## src/vc_sync_pkg.sv

```systemverilog
// Package with constants and types for the voltage/current sample synchroniser.
package vc_sync_pkg;
    localparam int SYS_CLOCK_HZ = 25000000;
    localparam int SUBSYS_CLOCK_HZ = 6000000;
    localparam int SAR_CLOCK_HZ = 3000000;
    localparam int SUBSYS_DIV = SYS_CLOCK_HZ / SUBSYS_CLOCK_HZ;
    localparam int SAR_DIV = SYS_CLOCK_HZ / SAR_CLOCK_HZ;
    localparam int SINC_OSR = 128;
    localparam int INTEGRATOR_OSR = 8;
    localparam int EFFECTIVE_OSR = SINC_OSR * INTEGRATOR_OSR;
    localparam int HOLD_CYCLES = 4;
    localparam int CONVERT_CYCLES = 16;
    localparam int CHANNEL_CYCLES = HOLD_CYCLES + CONVERT_CYCLES;
    localparam int RISE_COMPARE = 512;
    localparam int NUM_CHANNELS = 3;
    localparam logic [7:0] ADDR_CONTROL = 8'h00;
    localparam logic [7:0] ADDR_STATUS = 8'h04;
    localparam logic [7:0] ADDR_PERIOD = 8'h08;
    localparam logic [7:0] ADDR_PHASE_A = 8'h0C;
    localparam logic [7:0] ADDR_PHASE_B = 8'h10;
    localparam logic [7:0] ADDR_PHASE_C = 8'h14;
    localparam logic [7:0] ADDR_SPI_TX = 8'h18;
    localparam logic [7:0] ADDR_SPI_RX = 8'h1C;
    localparam int CTRL_START = 0;
    localparam int CTRL_SAR_READY = 1;
    localparam int CTRL_FILTER_READY = 2;
    localparam int CTRL_CLR_SCAN = 3;
    localparam int CTRL_CLR_PKT = 4;
    localparam int CTRL_IRQ_EN = 5;
    localparam logic [1:0] PHASE_A_CH = 2'h2;
    localparam logic [1:0] PHASE_B_CH = 2'h1;
    localparam logic [1:0] PHASE_C_CH = 2'h0;

    typedef enum logic [1:0] {
        SEQ_SETUP_SAR = 2'b00,
        SEQ_SETUP_FILTER = 2'b01,
        SEQ_WAIT_START = 2'b11,
        SEQ_RUNNING = 2'b10
    } seq_state_t;

    typedef struct packed {
        logic [7:0] addr;
        logic [31:0] wdata;
        logic wr;
        logic rd;
    } reg_req_t;

    typedef struct packed {
        logic sclk;
        logic mosi;
        logic mod_clk;
        logic trig;
    } link_out_t;
endpackage : vc_sync_pkg

```

## src/voltage_current_sample_sync.sv

```systemverilog
// Trigger timer, voltage scan sequencer and filter link for synchronised sampling.
//
// Chosen here: the address map and the plain strobed port.
`timescale 1ns/1ps
module voltage_current_sample_sync
    import vc_sync_pkg::*;
#(
    parameter int PERIOD = EFFECTIVE_OSR,
    parameter int SAR_BITS = 14
) (
    // Clock and reset.
    input wire logic clock,
    input wire logic resetn,
    // Register port.
    input wire vc_sync_pkg::reg_req_t req,
    output logic [31:0] rdata,
    // Voltage converter sample input.
    input wire logic [SAR_BITS-1:0] sar_sample,
    output logic [1:0] sar_channel,
    // Filter link.
    input wire logic filter_miso,
    input wire logic sample_ready,
    output vc_sync_pkg::link_out_t link,
    // Events.
    output logic scan_irq,
    output logic packet_irq
);
    import vc_sync_pkg::*;

    logic [2:0] sub_div_reg;
    logic sub_en;
    logic [3:0] sar_div_reg;
    logic sar_en;
    logic mod_clk_reg;
    seq_state_t state_reg;
    logic running_reg;
    logic [10:0] count_reg;
    logic trig_reg;
    logic trig_dly_reg;
    logic scan_active_reg;
    logic [1:0] scan_idx_reg;
    logic [4:0] phase_cnt_reg;
    logic [15:0] result_reg [NUM_CHANNELS];
    logic scan_flag_reg;
    logic packet_flag_reg;
    logic irq_en_reg;
    logic [7:0] tx_reg;
    logic [7:0] rx_reg;
    logic [7:0] shift_reg;
    logic [3:0] bit_cnt_reg;
    logic spi_busy_reg;
    logic sclk_reg;
    logic ready_dly_reg;
    logic start_req;
    logic scan_done;
    logic packet_done;
    logic [10:0] last_count;

    function automatic logic [15:0] scale_signed(input logic [SAR_BITS-1:0] raw);
        logic [15:0] wide;
        wide = 16'h0000;
        wide[15 -: SAR_BITS] = raw;
        scale_signed = wide ^ 16'h8000;
    endfunction : scale_signed

    assign last_count = 11'(PERIOD - 1);
    assign start_req = req.wr && (req.addr == ADDR_CONTROL) && req.wdata[CTRL_START];

    // Four system clocks make one subsystem clock, the nearest whole divide for 6 MHz.
    always_ff @(posedge clock or negedge resetn) begin
        if (!resetn) begin
            sub_div_reg <= 3'h0;
        end else if (sub_div_reg == 3'(SUBSYS_DIV - 1)) begin
            sub_div_reg <= 3'h0;
        end else begin
            sub_div_reg <= sub_div_reg + 3'h1;
        end
    end
    assign sub_en = (sub_div_reg == 3'(SUBSYS_DIV - 1));

    always_ff @(posedge clock or negedge resetn) begin
        if (!resetn) begin
            sar_div_reg <= 4'h0;
        end else if (sar_div_reg == 4'(SAR_DIV - 1)) begin
            sar_div_reg <= 4'h0;
        end else begin
            sar_div_reg <= sar_div_reg + 4'h1;
        end
    end
    assign sar_en = (sar_div_reg == 4'(SAR_DIV - 1));

    // Setup sequencer: converter ready, then filter ready, then start.
    always_ff @(posedge clock or negedge resetn) begin
        if (!resetn) begin
            state_reg <= SEQ_SETUP_SAR;
        end else if (req.wr && req.addr == ADDR_CONTROL) begin
            case (state_reg)
                SEQ_SETUP_SAR: begin
                    if (req.wdata[CTRL_SAR_READY]) begin
                        state_reg <= SEQ_SETUP_FILTER;
                    end
                end
                SEQ_SETUP_FILTER: begin
                    if (req.wdata[CTRL_FILTER_READY]) begin
                        state_reg <= SEQ_WAIT_START;
                    end
                end
                SEQ_WAIT_START: begin
                    if (start_req) begin
                        state_reg <= SEQ_RUNNING;
                    end
                end
                SEQ_RUNNING: state_reg <= SEQ_RUNNING;
                default: state_reg <= SEQ_SETUP_SAR;
            endcase
        end
    end

    // One flag starts both the timer and the modulator clock route.
    always_ff @(posedge clock or negedge resetn) begin
        if (!resetn) begin
            running_reg <= 1'b0;
        end else if (state_reg == SEQ_RUNNING && sub_en) begin
            running_reg <= 1'b1;
        end
    end

    always_ff @(posedge clock or negedge resetn) begin
        if (!resetn) begin
            mod_clk_reg <= 1'b0;
        end else if (!running_reg) begin
            mod_clk_reg <= 1'b0;
        end else if (sub_div_reg == 3'h0 || sub_div_reg == 3'h2) begin
            mod_clk_reg <= ~mod_clk_reg;
        end
    end

    // Trigger timer with two compares.
    always_ff @(posedge clock or negedge resetn) begin
        if (!resetn) begin
            count_reg <= 11'h000;
        end else if (running_reg && sub_en) begin
            count_reg <= (count_reg == last_count) ? 11'h000 : count_reg + 11'h001;
        end
    end

    always_ff @(posedge clock or negedge resetn) begin
        if (!resetn) begin
            trig_reg <= 1'b0;
        end else if (running_reg && sub_en) begin
            if (count_reg == last_count) begin
                trig_reg <= 1'b0;
            end else if (count_reg == 11'(RISE_COMPARE - 1)) begin
                trig_reg <= 1'b1;
            end
        end
    end

    always_ff @(posedge clock or negedge resetn) begin
        if (!resetn) begin
            trig_dly_reg <= 1'b0;
        end else begin
            trig_dly_reg <= trig_reg;
        end
    end

    // Scan sequencer: 60 converter clocks fit easily in one 1024-cycle period.
    always_ff @(posedge clock or negedge resetn) begin
        if (!resetn) begin
            scan_active_reg <= 1'b0;
            scan_idx_reg <= 2'h0;
            phase_cnt_reg <= 5'h00;
        end else if (trig_reg && !trig_dly_reg) begin
            scan_active_reg <= 1'b1;
            scan_idx_reg <= 2'h0;
            phase_cnt_reg <= 5'h00;
        end else if (scan_active_reg && sar_en) begin
            if (phase_cnt_reg == 5'(CHANNEL_CYCLES - 1)) begin
                phase_cnt_reg <= 5'h00;
                if (scan_idx_reg == 2'(NUM_CHANNELS - 1)) begin
                    scan_active_reg <= 1'b0;
                end else begin
                    scan_idx_reg <= scan_idx_reg + 2'h1;
                end
            end else begin
                phase_cnt_reg <= phase_cnt_reg + 5'h01;
            end
        end
    end

    assign scan_done = scan_active_reg && sar_en && scan_idx_reg == 2'(NUM_CHANNELS - 1)
        && phase_cnt_reg == 5'(CHANNEL_CYCLES - 1);

    always_comb begin
        case (scan_idx_reg)
            2'h0: sar_channel = PHASE_A_CH;
            2'h1: sar_channel = PHASE_B_CH;
            default: sar_channel = PHASE_C_CH;
        endcase
    end

    always_ff @(posedge clock or negedge resetn) begin
        if (!resetn) begin
            for (int i = 0; i < NUM_CHANNELS; i++) begin
                result_reg[i] <= 16'h0000;
            end
        end else if (scan_active_reg && sar_en && phase_cnt_reg == 5'(CHANNEL_CYCLES - 1)) begin
            result_reg[scan_idx_reg] <= scale_signed(sar_sample);
        end
    end

    always_ff @(posedge clock or negedge resetn) begin
        if (!resetn) begin
            scan_flag_reg <= 1'b0;
        end else if (scan_done) begin
            scan_flag_reg <= 1'b1;
        end else if (req.wr && req.addr == ADDR_CONTROL && req.wdata[CTRL_CLR_SCAN]) begin
            scan_flag_reg <= 1'b0;
        end
    end

    always_ff @(posedge clock or negedge resetn) begin
        if (!resetn) begin
            irq_en_reg <= 1'b0;
        end else if (req.wr && req.addr == ADDR_CONTROL) begin
            irq_en_reg <= req.wdata[CTRL_IRQ_EN];
        end
    end

    // Serial link: transmit channel shifts out, receive channel shifts in.
    always_ff @(posedge clock or negedge resetn) begin
        if (!resetn) begin
            tx_reg <= 8'h00;
            shift_reg <= 8'h00;
            bit_cnt_reg <= 4'h0;
            spi_busy_reg <= 1'b0;
            sclk_reg <= 1'b0;
            rx_reg <= 8'h00;
        end else if (req.wr && req.addr == ADDR_SPI_TX && !spi_busy_reg) begin
            tx_reg <= req.wdata[7:0];
            shift_reg <= req.wdata[7:0];
            bit_cnt_reg <= 4'h0;
            spi_busy_reg <= 1'b1;
        end else if (spi_busy_reg && sub_en) begin
            sclk_reg <= ~sclk_reg;
            if (sclk_reg) begin
                shift_reg <= {shift_reg[6:0], filter_miso};
                if (bit_cnt_reg == 4'h7) begin
                    spi_busy_reg <= 1'b0;
                    rx_reg <= {shift_reg[6:0], filter_miso};
                end
                bit_cnt_reg <= bit_cnt_reg + 4'h1;
            end
        end
    end

    assign packet_done = spi_busy_reg && sub_en && sclk_reg && bit_cnt_reg == 4'h7;

    always_ff @(posedge clock or negedge resetn) begin
        if (!resetn) begin
            packet_flag_reg <= 1'b0;
        end else if (packet_done) begin
            packet_flag_reg <= 1'b1;
        end else if (req.wr && req.addr == ADDR_CONTROL && req.wdata[CTRL_CLR_PKT]) begin
            packet_flag_reg <= 1'b0;
        end
    end

    always_ff @(posedge clock or negedge resetn) begin
        if (!resetn) begin
            ready_dly_reg <= 1'b0;
        end else begin
            ready_dly_reg <= sample_ready;
        end
    end

    assign scan_irq = scan_flag_reg & irq_en_reg;
    assign packet_irq = packet_flag_reg & irq_en_reg;
    assign link = '{sclk: sclk_reg, mosi: shift_reg[7], mod_clk: mod_clk_reg,
        trig: trig_reg};

    always_ff @(posedge clock or negedge resetn) begin
        if (!resetn) begin
            rdata <= 32'h0000_0000;
        end else if (req.rd) begin
            case (req.addr)
                ADDR_CONTROL: rdata <= {26'h0, irq_en_reg, 5'h00};
                ADDR_STATUS: rdata <= {24'h0, sample_ready && !ready_dly_reg, spi_busy_reg,
                    packet_flag_reg, scan_flag_reg, scan_active_reg, running_reg, state_reg};
                ADDR_PERIOD: rdata <= {21'h0, count_reg};
                ADDR_PHASE_A: rdata <= {16'h0, result_reg[0]};
                ADDR_PHASE_B: rdata <= {16'h0, result_reg[1]};
                ADDR_PHASE_C: rdata <= {16'h0, result_reg[2]};
                ADDR_SPI_TX: rdata <= {24'h0, tx_reg};
                ADDR_SPI_RX: rdata <= {24'h0, rx_reg};
                default: rdata <= 32'h0000_0000;
            endcase
        end else begin
            rdata <= 32'h0000_0000;
        end
    end
endmodule : voltage_current_sample_sync

```

## config.mk

```make
export PLATFORM = sky130hd
export DESIGN_NAME = voltage_current_sample_sync
export DESIGN_NICKNAME = d
export VERILOG_FILES = /design/src/vc_sync_pkg.sv /design/src/voltage_current_sample_sync.sv
export SDC_FILE = /design/constraint.sdc
export NUM_CORES = 1
export LEC_CHECK = 0
export ABC_AREA = 1
export BUFFER_PORTS_ARGS = -buffer_cell sky130_fd_sc_hd__buf_4
export CORE_UTILIZATION = 35
export CTS_BUF_LIST = sky130_fd_sc_hd__clkbuf_2
export DETAILED_ROUTE_END_ITERATION = 8
export SETUP_SLACK_MARGIN = 0.1
export SYNTH_ARGS = -nofsm -noshare
export SYNTH_HDL_FRONTEND = slang
export SYNTH_SLANG_ARGS = --single-unit
```

## constraint.sdc

```tcl
create_clock -name clock -period 2.6 [get_ports clock]
set_input_delay 0 -clock clock [delete_from_list [all_inputs] [get_ports clock]]
set_output_delay 0 -clock clock [all_outputs]
set_load 0.03 [all_outputs]
```

==> summary.txt, run 1 <==
Detailed routing
  • Total vias in the final route: 4899
  • Routed via count divided by cell count: 4.635
  • First-pass detailed-route iteration total: 5
  • DRT antenna net count: 0
  • DR WL/cell: 13.08 µm
  • Number of remaining DRC errors: 0
  • Detailed Route WL: 13820 µm
  • 1st-iter DRT viols: 317

Worst setup path
  • Cell with the biggest individual delay on the critical path: sky130_fd_sc_hd__dlygate4sd3_1
  • Kind of critical path: input port to register
  • Endpoint kind of the worst setup timing path: register
  • Largest stage delay, worst path: 0.66 ns
  • Crit path max fanout: 4
  • Kind of launch point of the worst setup path: input port
  • CP most frequent cell: sky130_fd_sc_hd__dlygate4sd3_1
  • Critical-path cell list: dlygate4sd3_1 -> buf_4 -> nor2_1 -> nand2_1 -> dlygate4sd3_1 -> nor2_2 -> nand3_1 -> dlygate4sd3_1 -> nand2_1 -> dlygate4sd3_1
  • CP Data Arrival Time: 3.06 ns
  • Required arrival time at the worst endpoint: 3.25 ns

Die
  • Initial Util: 0.3634
  • Row count: 47
  • Core Footprint: 0.01682 mm²
  • Chip width: 134.2 µm
  • Floorplan die area: 0.01800 mm²
  • Height of the die: 134.2 µm
  • Top Ports: 100

Timing
  • Worst Tran Pin Value: 0.8581 ns
  • Final setup vio count: 0
  • Hold violation count in the final report: 0
  • Tightest slew margin relative to the limit: 0.4260
  • Ratio of final minimum period to clock period: 0.9289
  • Final-report max-slew violation count: 0
  • Final min period: 2.415 ns
  • Fmax achieved: 0.4141 GHz
  • RSZ-0062 raised after global routing: yes
  • Worst Clk Skew: 0.02305 ns
  • Fin Setup TNS: 0 ns

Layout
  • Proportion of layout cells with a drive suffix above 1: 0.1866
  • Number of fill cells in the layout: 1710
  • Layout Cell Area excl Fill: 0.007538 mm²
  • Nets@finish: 895
  • Number of flip-flops in the largest register: 42
  • Layout area overhead: 23.34%

Synthesis
  • Top flip-flop cell by instance count after synthesis: sky130_fd_sc_hd__dfrtp_1
  • Dominant combinational cell family by area after synthesis: simple AND/OR/NAND/NOR gates
  • Largest area contributor in the synthesized netlist: sky130_fd_sc_hd__dfrtp_1
  • Post-synthesis instance total: 700
  • Leading cell type by number of instances after synthesis: sky130_fd_sc_hd__nand2_1
  • Share of cell area taken by muxes after synthesis: 0
  • Syn Area/Cell: 8.732 µm²
  • Main area contributors after synthesis: sky130_fd_sc_hd__dfrtp_1, sky130_fd_sc_hd__nand2_1, sky130_fd_sc_hd__nand3_1, sky130_fd_sc_hd__inv_1, sky130_fd_sc_hd__o21ai_2
  • Count of state elements after synthesis: 124
  • Post-Synthesis Cell Area: 0.006112 mm²
  • Number of synthesized flops with an enable pin: 0
  • Simple-gate share of the synthesized area: 0.2540
  • Area fraction of the dominant cell type after synthesis: 0.5077
  • Library cells used by synthesis: 34
  • Number of warnings issued by yosys: 0
  • Xor/xnor cell area share of the yosys netlist: 0.01576
  • Post-synthesis adder-cell area fraction: 0.02456
  • Fraction of the mapped netlist area in compound gates: 0.09990
  • Post-synthesis sequential area ratio: 0.5077
  • Commonest cells in the netlist: sky130_fd_sc_hd__nand2_1, sky130_fd_sc_hd__dfrtp_1, sky130_fd_sc_hd__nand3_1, sky130_fd_sc_hd__inv_1, sky130_fd_sc_hd__nor2_1
  • Async set-reset flop share out of synthesis: 1.000

Clock tree
  • Longest Clk Path Bufs: 2
  • Number of clock sinks seen by CTS: 124
  • Clock root buffer master: sky130_fd_sc_hd__clkbuf_2
  • CTS clock-pin slew for the worst setup and hold paths: 0.18 ns
  • Clk Latency, worst-skew pair: 0.70 ns
  • Number of CTS-inserted buffers: 17
  • CTS tree: built
  • Number of H-tree levels: 4

GRT
  • Maximum number of pins on one net before global-route repair: 72
  • Overall global routing resource usage: 0.1681
  • Final global-route overflow total: 0
  • Vias in the first global route: 4756
  • Wire length of the first global-routing pass: 23290 µm
  • Number of antenna violations at the first check in global routing: 1

Flow run
  • Max cap viols: 0

Worst hold path
  • Hold crit path type: input port to register

Pwr
  • Cell leakage power: 3.893 nW
  • Power density of the placed cells: 458.8 mW/mm²
  • Largest vdd supply drop: 0.0002292 V

Placed design
  • Total of buffers placed on input and output ports: 59
  • Sum of net half-perimeters after detailed placement: 9184 µm
  • Routability congestion estimate: 0.7856
  • Area of placed instances: 0.006626 mm²

Outcome
  • Result of the run: finished clean
==> layout by cell type, fill, tap and decap left out <==
cell type                       count
sky130_fd_sc_hd__inv_2              1
sky130_fd_sc_hd__o21ai_0           22
sky130_fd_sc_hd__nand2_4            3
sky130_fd_sc_hd__nor3_2             3
sky130_fd_sc_hd__o21ai_1           19
sky130_fd_sc_hd__buf_12             1
sky130_fd_sc_hd__nand2_1          168
sky130_fd_sc_hd__o22ai_1            1
sky130_fd_sc_hd__conb_1            16
sky130_fd_sc_hd__o211ai_1           8
sky130_fd_sc_hd__nand2_2            6
sky130_fd_sc_hd__nor3b_1            1
sky130_fd_sc_hd__diode_2            1
sky130_fd_sc_hd__clkinv_1           2
sky130_fd_sc_hd__dfrtp_1          124
sky130_fd_sc_hd__xor2_1             6
sky130_fd_sc_hd__bufinv_16          3
sky130_fd_sc_hd__inv_6              1
sky130_fd_sc_hd__o21ai_2           31
sky130_fd_sc_hd__ha_1              12
sky130_fd_sc_hd__clkinv_2           4
sky130_fd_sc_hd__clkbuf_2          19
sky130_fd_sc_hd__nand3_1           86
sky130_fd_sc_hd__nand4_4            1
sky130_fd_sc_hd__nor2_1            53
sky130_fd_sc_hd__dlygate4sd3_1     64
sky130_fd_sc_hd__nand3_2            1
sky130_fd_sc_hd__nor3_1             2
sky130_fd_sc_hd__or2_2              1
sky130_fd_sc_hd__xnor2_1            5
sky130_fd_sc_hd__nor2_2             5
sky130_fd_sc_hd__clkinvlp_4         3
sky130_fd_sc_hd__a21oi_1           12
sky130_fd_sc_hd__inv_1             75
sky130_fd_sc_hd__nor2_4             5
sky130_fd_sc_hd__nand4_1            3
sky130_fd_sc_hd__a21o_1             1
sky130_fd_sc_hd__nor2_8             1
sky130_fd_sc_hd__buf_4             66
sky130_fd_sc_hd__nand4_2            1
==> metrics by stage <==
step	util	hold WS, ns	setup slack [ns]	instances	total power [mW]
finish	0.4482	0.1097	0.1849	1057	3.458
CTS	0.4466	0.02295	0.1255	1053	3.523
global placement	0.3940	-0.1073	0.8038	957	2.188
detailed placement	0.3940	-0.1112	0.7615	957	2.187
global route	0.4482	0.04337	0.09146	1057	3.614
floorplan	-	-0.2956	1.163	715	2.089
==> metal layers <==
layer | part of all wire | vias to the layer above | global-route usage | routed length, µm
met5 | 0 | - | 0 | 0
met4 | 0.022 | 0 | 0.06866 | 306
met3 | 0.047 | 25 | 0.04195 | 645
met2 | 0.46 | 117 | 0.2645 | 6349
met1 | 0.47 | 2298 | 0.2213 | 6523
li1 | - | 2459 | - | -
==> timing repair <==
action,CTS,global route
resized for setup,0,1
endpoints found under the hold margin,210,3
buffers inserted,0,3
endpoints found under the setup margin,0,9
hold buffers,64,1
==> kinds of logic after synthesis <==
family / Yosys count
simple gates: 340
flops: 124
buf+inv: 118
compound gates: 94
fa+ha+maj: 12
xor+xnor: 11
other cells: 1
==> worst max-delay path: cells and delay by family <==
family                 cells  cell delay [ns]
buffers and inverters      5             2.44
and+or+nand+nor            5             0.62
==> area by class of cell <==
type	instances	area, µm²	share of cell area
timing repair buffer	131	1156	0.1534
antenna	1	2.502	0.0003320
sequential	124	3103	0.4116
inverter	76	285.3	0.03784
clock inverter	13	148.9	0.01975
clock buffer	19	95.09	0.01261
tap	220	275.3	0.03651
multi-input combinational	473	2472	0.3280
==> worst paths after layout <==
path | endpoint | slack (ns) | depth (start not counted) | from
worst max-delay path | irq_en_reg$_DFFE_PN0N_ | 0.18 | 10 | req[39]
worst min-delay path | tx_reg[1]$_DFFE_PN0N_ | 0.11 | 4 | req[3]
worst max register to register | shift_reg[2]$_DFFE_PN0P_ | 0.49 | 6 | spi_busy_reg$_DFFE_PN0P_
worst min register to register | sub_div_reg[0]$_DFF_PN0_ | 0.47 | 1 | sub_div_reg[0]$_DFF_PN0_
max in group asynchronous | sar_div_reg[2]$_DFF_PN0_ | 0.69 | 5 | resetn
min in group asynchronous | count_reg[1]$_DFFE_PN0P_ | 0.41 | 4 | resetn
==> power breakdown <==
group	switching, mW	leakage [nW]	internal [mW]	total, mW
Clock	0.713	0.145	0.533	1.25
Sequential	0.00520	1.40	1.94	1.94
Combinational	0.160	2.35	0.109	0.269
No activity file was read; power rests on OpenSTA's default activity.
==> inputs of run 2 (changes only) <==
--- a/config.mk
+++ b/config.mk
@@ -6,7 +6,7 @@
 export NUM_CORES = 1
 export LEC_CHECK = 0
 export ABC_AREA = 1
-export BUFFER_PORTS_ARGS = -buffer_cell sky130_fd_sc_hd__buf_4
+export BUFFER_PORTS_ARGS = -buffer_cell sky130_fd_sc_hd__buf_2
 export CORE_UTILIZATION = 35
 export CTS_BUF_LIST = sky130_fd_sc_hd__clkbuf_2
 export DETAILED_ROUTE_END_ITERATION = 8
==> run 2 against run 1 <==
  * Hold slack worse by 0.032 ns
  * Non-clock buffer count is 8 lower
  * Total power decreased by 7.2%
  * First-iteration DRC count increased by 6.6%
  * Wire length about the same
  * Cell count fell by 0.95%
  * Combinational power down 9.7%
  * Clock power is 18% lower
  * Maximum frequency grew 4.4%
  * Highest routed layer unchanged
==> summary.txt, run 2 (same netlist as run 1, synthesis figures left out) <==
Detailed routing
  • 1st-iter DRT viols: 338 (+6.6%)
  • Total vias in the final route: 4804 (-1.9%)
  • Detailed Route WL: 13830 µm (about the same)
  • Number of remaining DRC errors: 0 (unchanged)
  • DRT antenna net count: 0 (unchanged)
  • Routed via count divided by cell count: 4.588 (-1.0%)
  • DR WL/cell: 13.21 µm (+1.0%)
  • First-pass detailed-route iteration total: 5 (unchanged)

GRT
  • Number of antenna violations at the first check in global routing: 0 (-1)
  • Maximum number of pins on one net before global-route repair: 75 (+4.2%)
  • Vias in the first global route: 4551 (-4.3%)
  • Overall global routing resource usage: 0.1666 (-0.001558)
  • Wire length of the first global-routing pass: 23070 µm (-0.95%)
  • Final global-route overflow total: 0 (unchanged)

Worst setup path
  • CP Data Arrival Time: 2.98 ns (-0.08 ns)
  • Endpoint kind of the worst setup timing path: register
  • Kind of critical path: register to register
  • Required arrival time at the worst endpoint: 3.27 ns (+0.02 ns)
  • Crit path max fanout: 6 (+2)
  • Kind of launch point of the worst setup path: register

Layout
  • Proportion of layout cells with a drive suffix above 1: 0.1826 (-0.004015)
  • Nets@finish: 887 (-0.89%)
  • Number of fill cells in the layout: 1701 (-0.53%)
  • Commonest cells after routing, fill and taps aside: sky130_fd_sc_hd__nand2_1, sky130_fd_sc_hd__dfrtp_1, sky130_fd_sc_hd__nand3_1, sky130_fd_sc_hd__inv_1
  • Most common cell after layout, fill and taps aside: sky130_fd_sc_hd__nand2_1
  • Number of diodes: 0 (-1)
  • Layout area overhead: 18.55%
  • Number of flip-flops in the largest register: 42 (unchanged)

Clock tree
  • Number of clock sinks seen by CTS: 124 (unchanged)
  • Postcts setup bufs: 0 (unchanged)
  • Number of H-tree levels: 4 (unchanged)
  • Longest Clk Path Bufs: 2 (unchanged)
  • CTS tree: built
  • Number of CTS-inserted buffers: 17 (unchanged)
  • Clk Latency, worst-skew pair: 0.71 ns (about the same)
  • CTS clock-pin slew for the worst setup and hold paths: 0.18 ns (about the same)
  • Clock root buffer master: sky130_fd_sc_hd__clkbuf_2

Timing
  • Final setup vio count: 0 (unchanged)
  • Smallest hold slack: 0.07814 ns (-0.03153 ns)
  • Tightest slew margin relative to the limit: 0.5409 (+0.1148)
  • RSZ-0062 raised after global routing: no
  • Worst Clk Skew: 0.01720 ns (-0.005850 ns)
  • Fmax achieved: 0.4323 GHz (+4.4%)
  • Worst Tran Pin Value: 0.6850 ns (-0.1732 ns)
  • Final min period: 2.313 ns (-0.1019 ns)
  • Final-report max-slew violation count: 0 (unchanged)
  • Ratio of final minimum period to clock period: 0.8897 (-0.03920)
  • Hold violation count in the final report: 0 (unchanged)
  • Fin Setup TNS: 0 ns (unchanged)

Die
  • Row count: 47 (unchanged)
  • Chip width: 134.2 µm (unchanged)
  • Height of the die: 134.2 µm (unchanged)
  • Top Ports: 100 (unchanged)
  • Core Footprint: 0.01682 mm² (unchanged)
  • Floorplan die area: 0.01800 mm² (unchanged)
  • Initial Util: 0.3634 (unchanged)

Pwr
  • Cell leakage power: 3.814 nW (-2.0%)
  • Power density of the placed cells: 443.1 mW/mm² (-3.4%)
  • Largest vdd supply drop: 0.0002671 V (+17%)
  • PnR Total Power: 3.210 mW (-7.2%)

Placed design
  • Total of buffers placed on input and output ports: 59 (unchanged)
  • Sum of net half-perimeters after detailed placement: 9174 µm (-0.11%)
  • Routability congestion estimate: 0.7953 (+1.2%)

Flow run
  • Max cap viols: 0 (unchanged)

Worst hold path
  • Hold crit path type: input port to register

Outcome
  • Result of the run: finished clean
## run 2: cell types whose count changed in the layout (fill, tap and decap cells not counted), sizes merged
cell and delta:
bufinv -2, clkinvlp -3, clkinv +5, dlygate4sd3 -6, buf -2, inv -1
diode -1
## run 2: what timing repair did
item,in CTS,in global routing
resized for setup,0,0
hold buffers,59,0
endpoints found under the setup margin,0,1
hold endpoints to repair,210,0
## run 2: worst max-delay path, stage by stage, from the launching register on
cell and delay (ns):
sky130_fd_sc_hd__dfrtp_1 0.43, sky130_fd_sc_hd__inv_1 0.18, sky130_fd_sc_hd__nand2_1 0.09, sky130_fd_sc_hd__nor2_2 0.31, sky130_fd_sc_hd__nand2_1 0.07, sky130_fd_sc_hd__dlygate4sd3_1 0.58, sky130_fd_sc_hd__nand2_1 0.07, sky130_fd_sc_hd__dlygate4sd3_1 0.54
## run 2: worst paths after layout
path,slack (ns),start,to,cells past startpoint
setup reg to reg,0.29,spi_busy_reg$_DFFE_PN0P_,tx_reg[3]$_DFFE_PN0N_,7
hold reg to reg,0.47,sar_div_reg[0]$_DFF_PN0_,sar_div_reg[0]$_DFF_PN0_,1
hold / removal,0.08,filter_miso,shift_reg[0]$_DFFE_PN0P_,4
min in group asynchronous,0.43,resetn,count_reg[4]$_DFFE_PN0P_,4
setup / recovery,0.29,spi_busy_reg$_DFFE_PN0P_,tx_reg[3]$_DFFE_PN0N_,7
max in group asynchronous,0.89,resetn,result_reg[30]$_DFFE_PN0P_,5
## run 2: layer usage
metal / up-vias / global-route usage / routed length, µm
met5: - / 0 / 0
met4: 0 / 0.05243 / 124
met3: 13 / 0.04006 / 502
met2: 104 / 0.2619 / 6620
met1: 2239 / 0.2264 / 6582
li1: 2448 / - / -
## run 2: final cells by class
class                           count  area [µm²]  share of cell area
Clock buffer                       19       95.09             0.01312
Clock inverter                     12       81.33             0.01122
Inverter                           76       285.3             0.03937
Multi-Input combinational cell    473        2470              0.3409
Sequential cell                   124        3103              0.4283
Tap cell                          220       275.3             0.03799
Timing Repair Buffer              123       935.9              0.1292
## run 2: where the power goes
part | leakage (nW) | switching, mW | internal (mW)
Sequential | 1.40 | 0.00525 | 1.94
Clock | 0.129 | 0.699 | 0.324
Combinational | 2.28 | 0.157 | 0.0861
Total | 3.81 | 0.861 | 2.35
## run 2: per-stage QoR
step / util / instances / setup slack [ns] / cell area (µm²)
after floorplan: - / 715 / 1.163 / 6168
after global placement: 0.3858 / 958 / 0.8018 / 6489
after detailed placement: 0.3858 / 958 / 0.7889 / 6489
after CTS: 0.4314 / 1048 / 0.1278 / 7256
after global routing: 0.4308 / 1047 / 0.1593 / 7246
final: 0.4308 / 1047 / 0.2868 / 7246
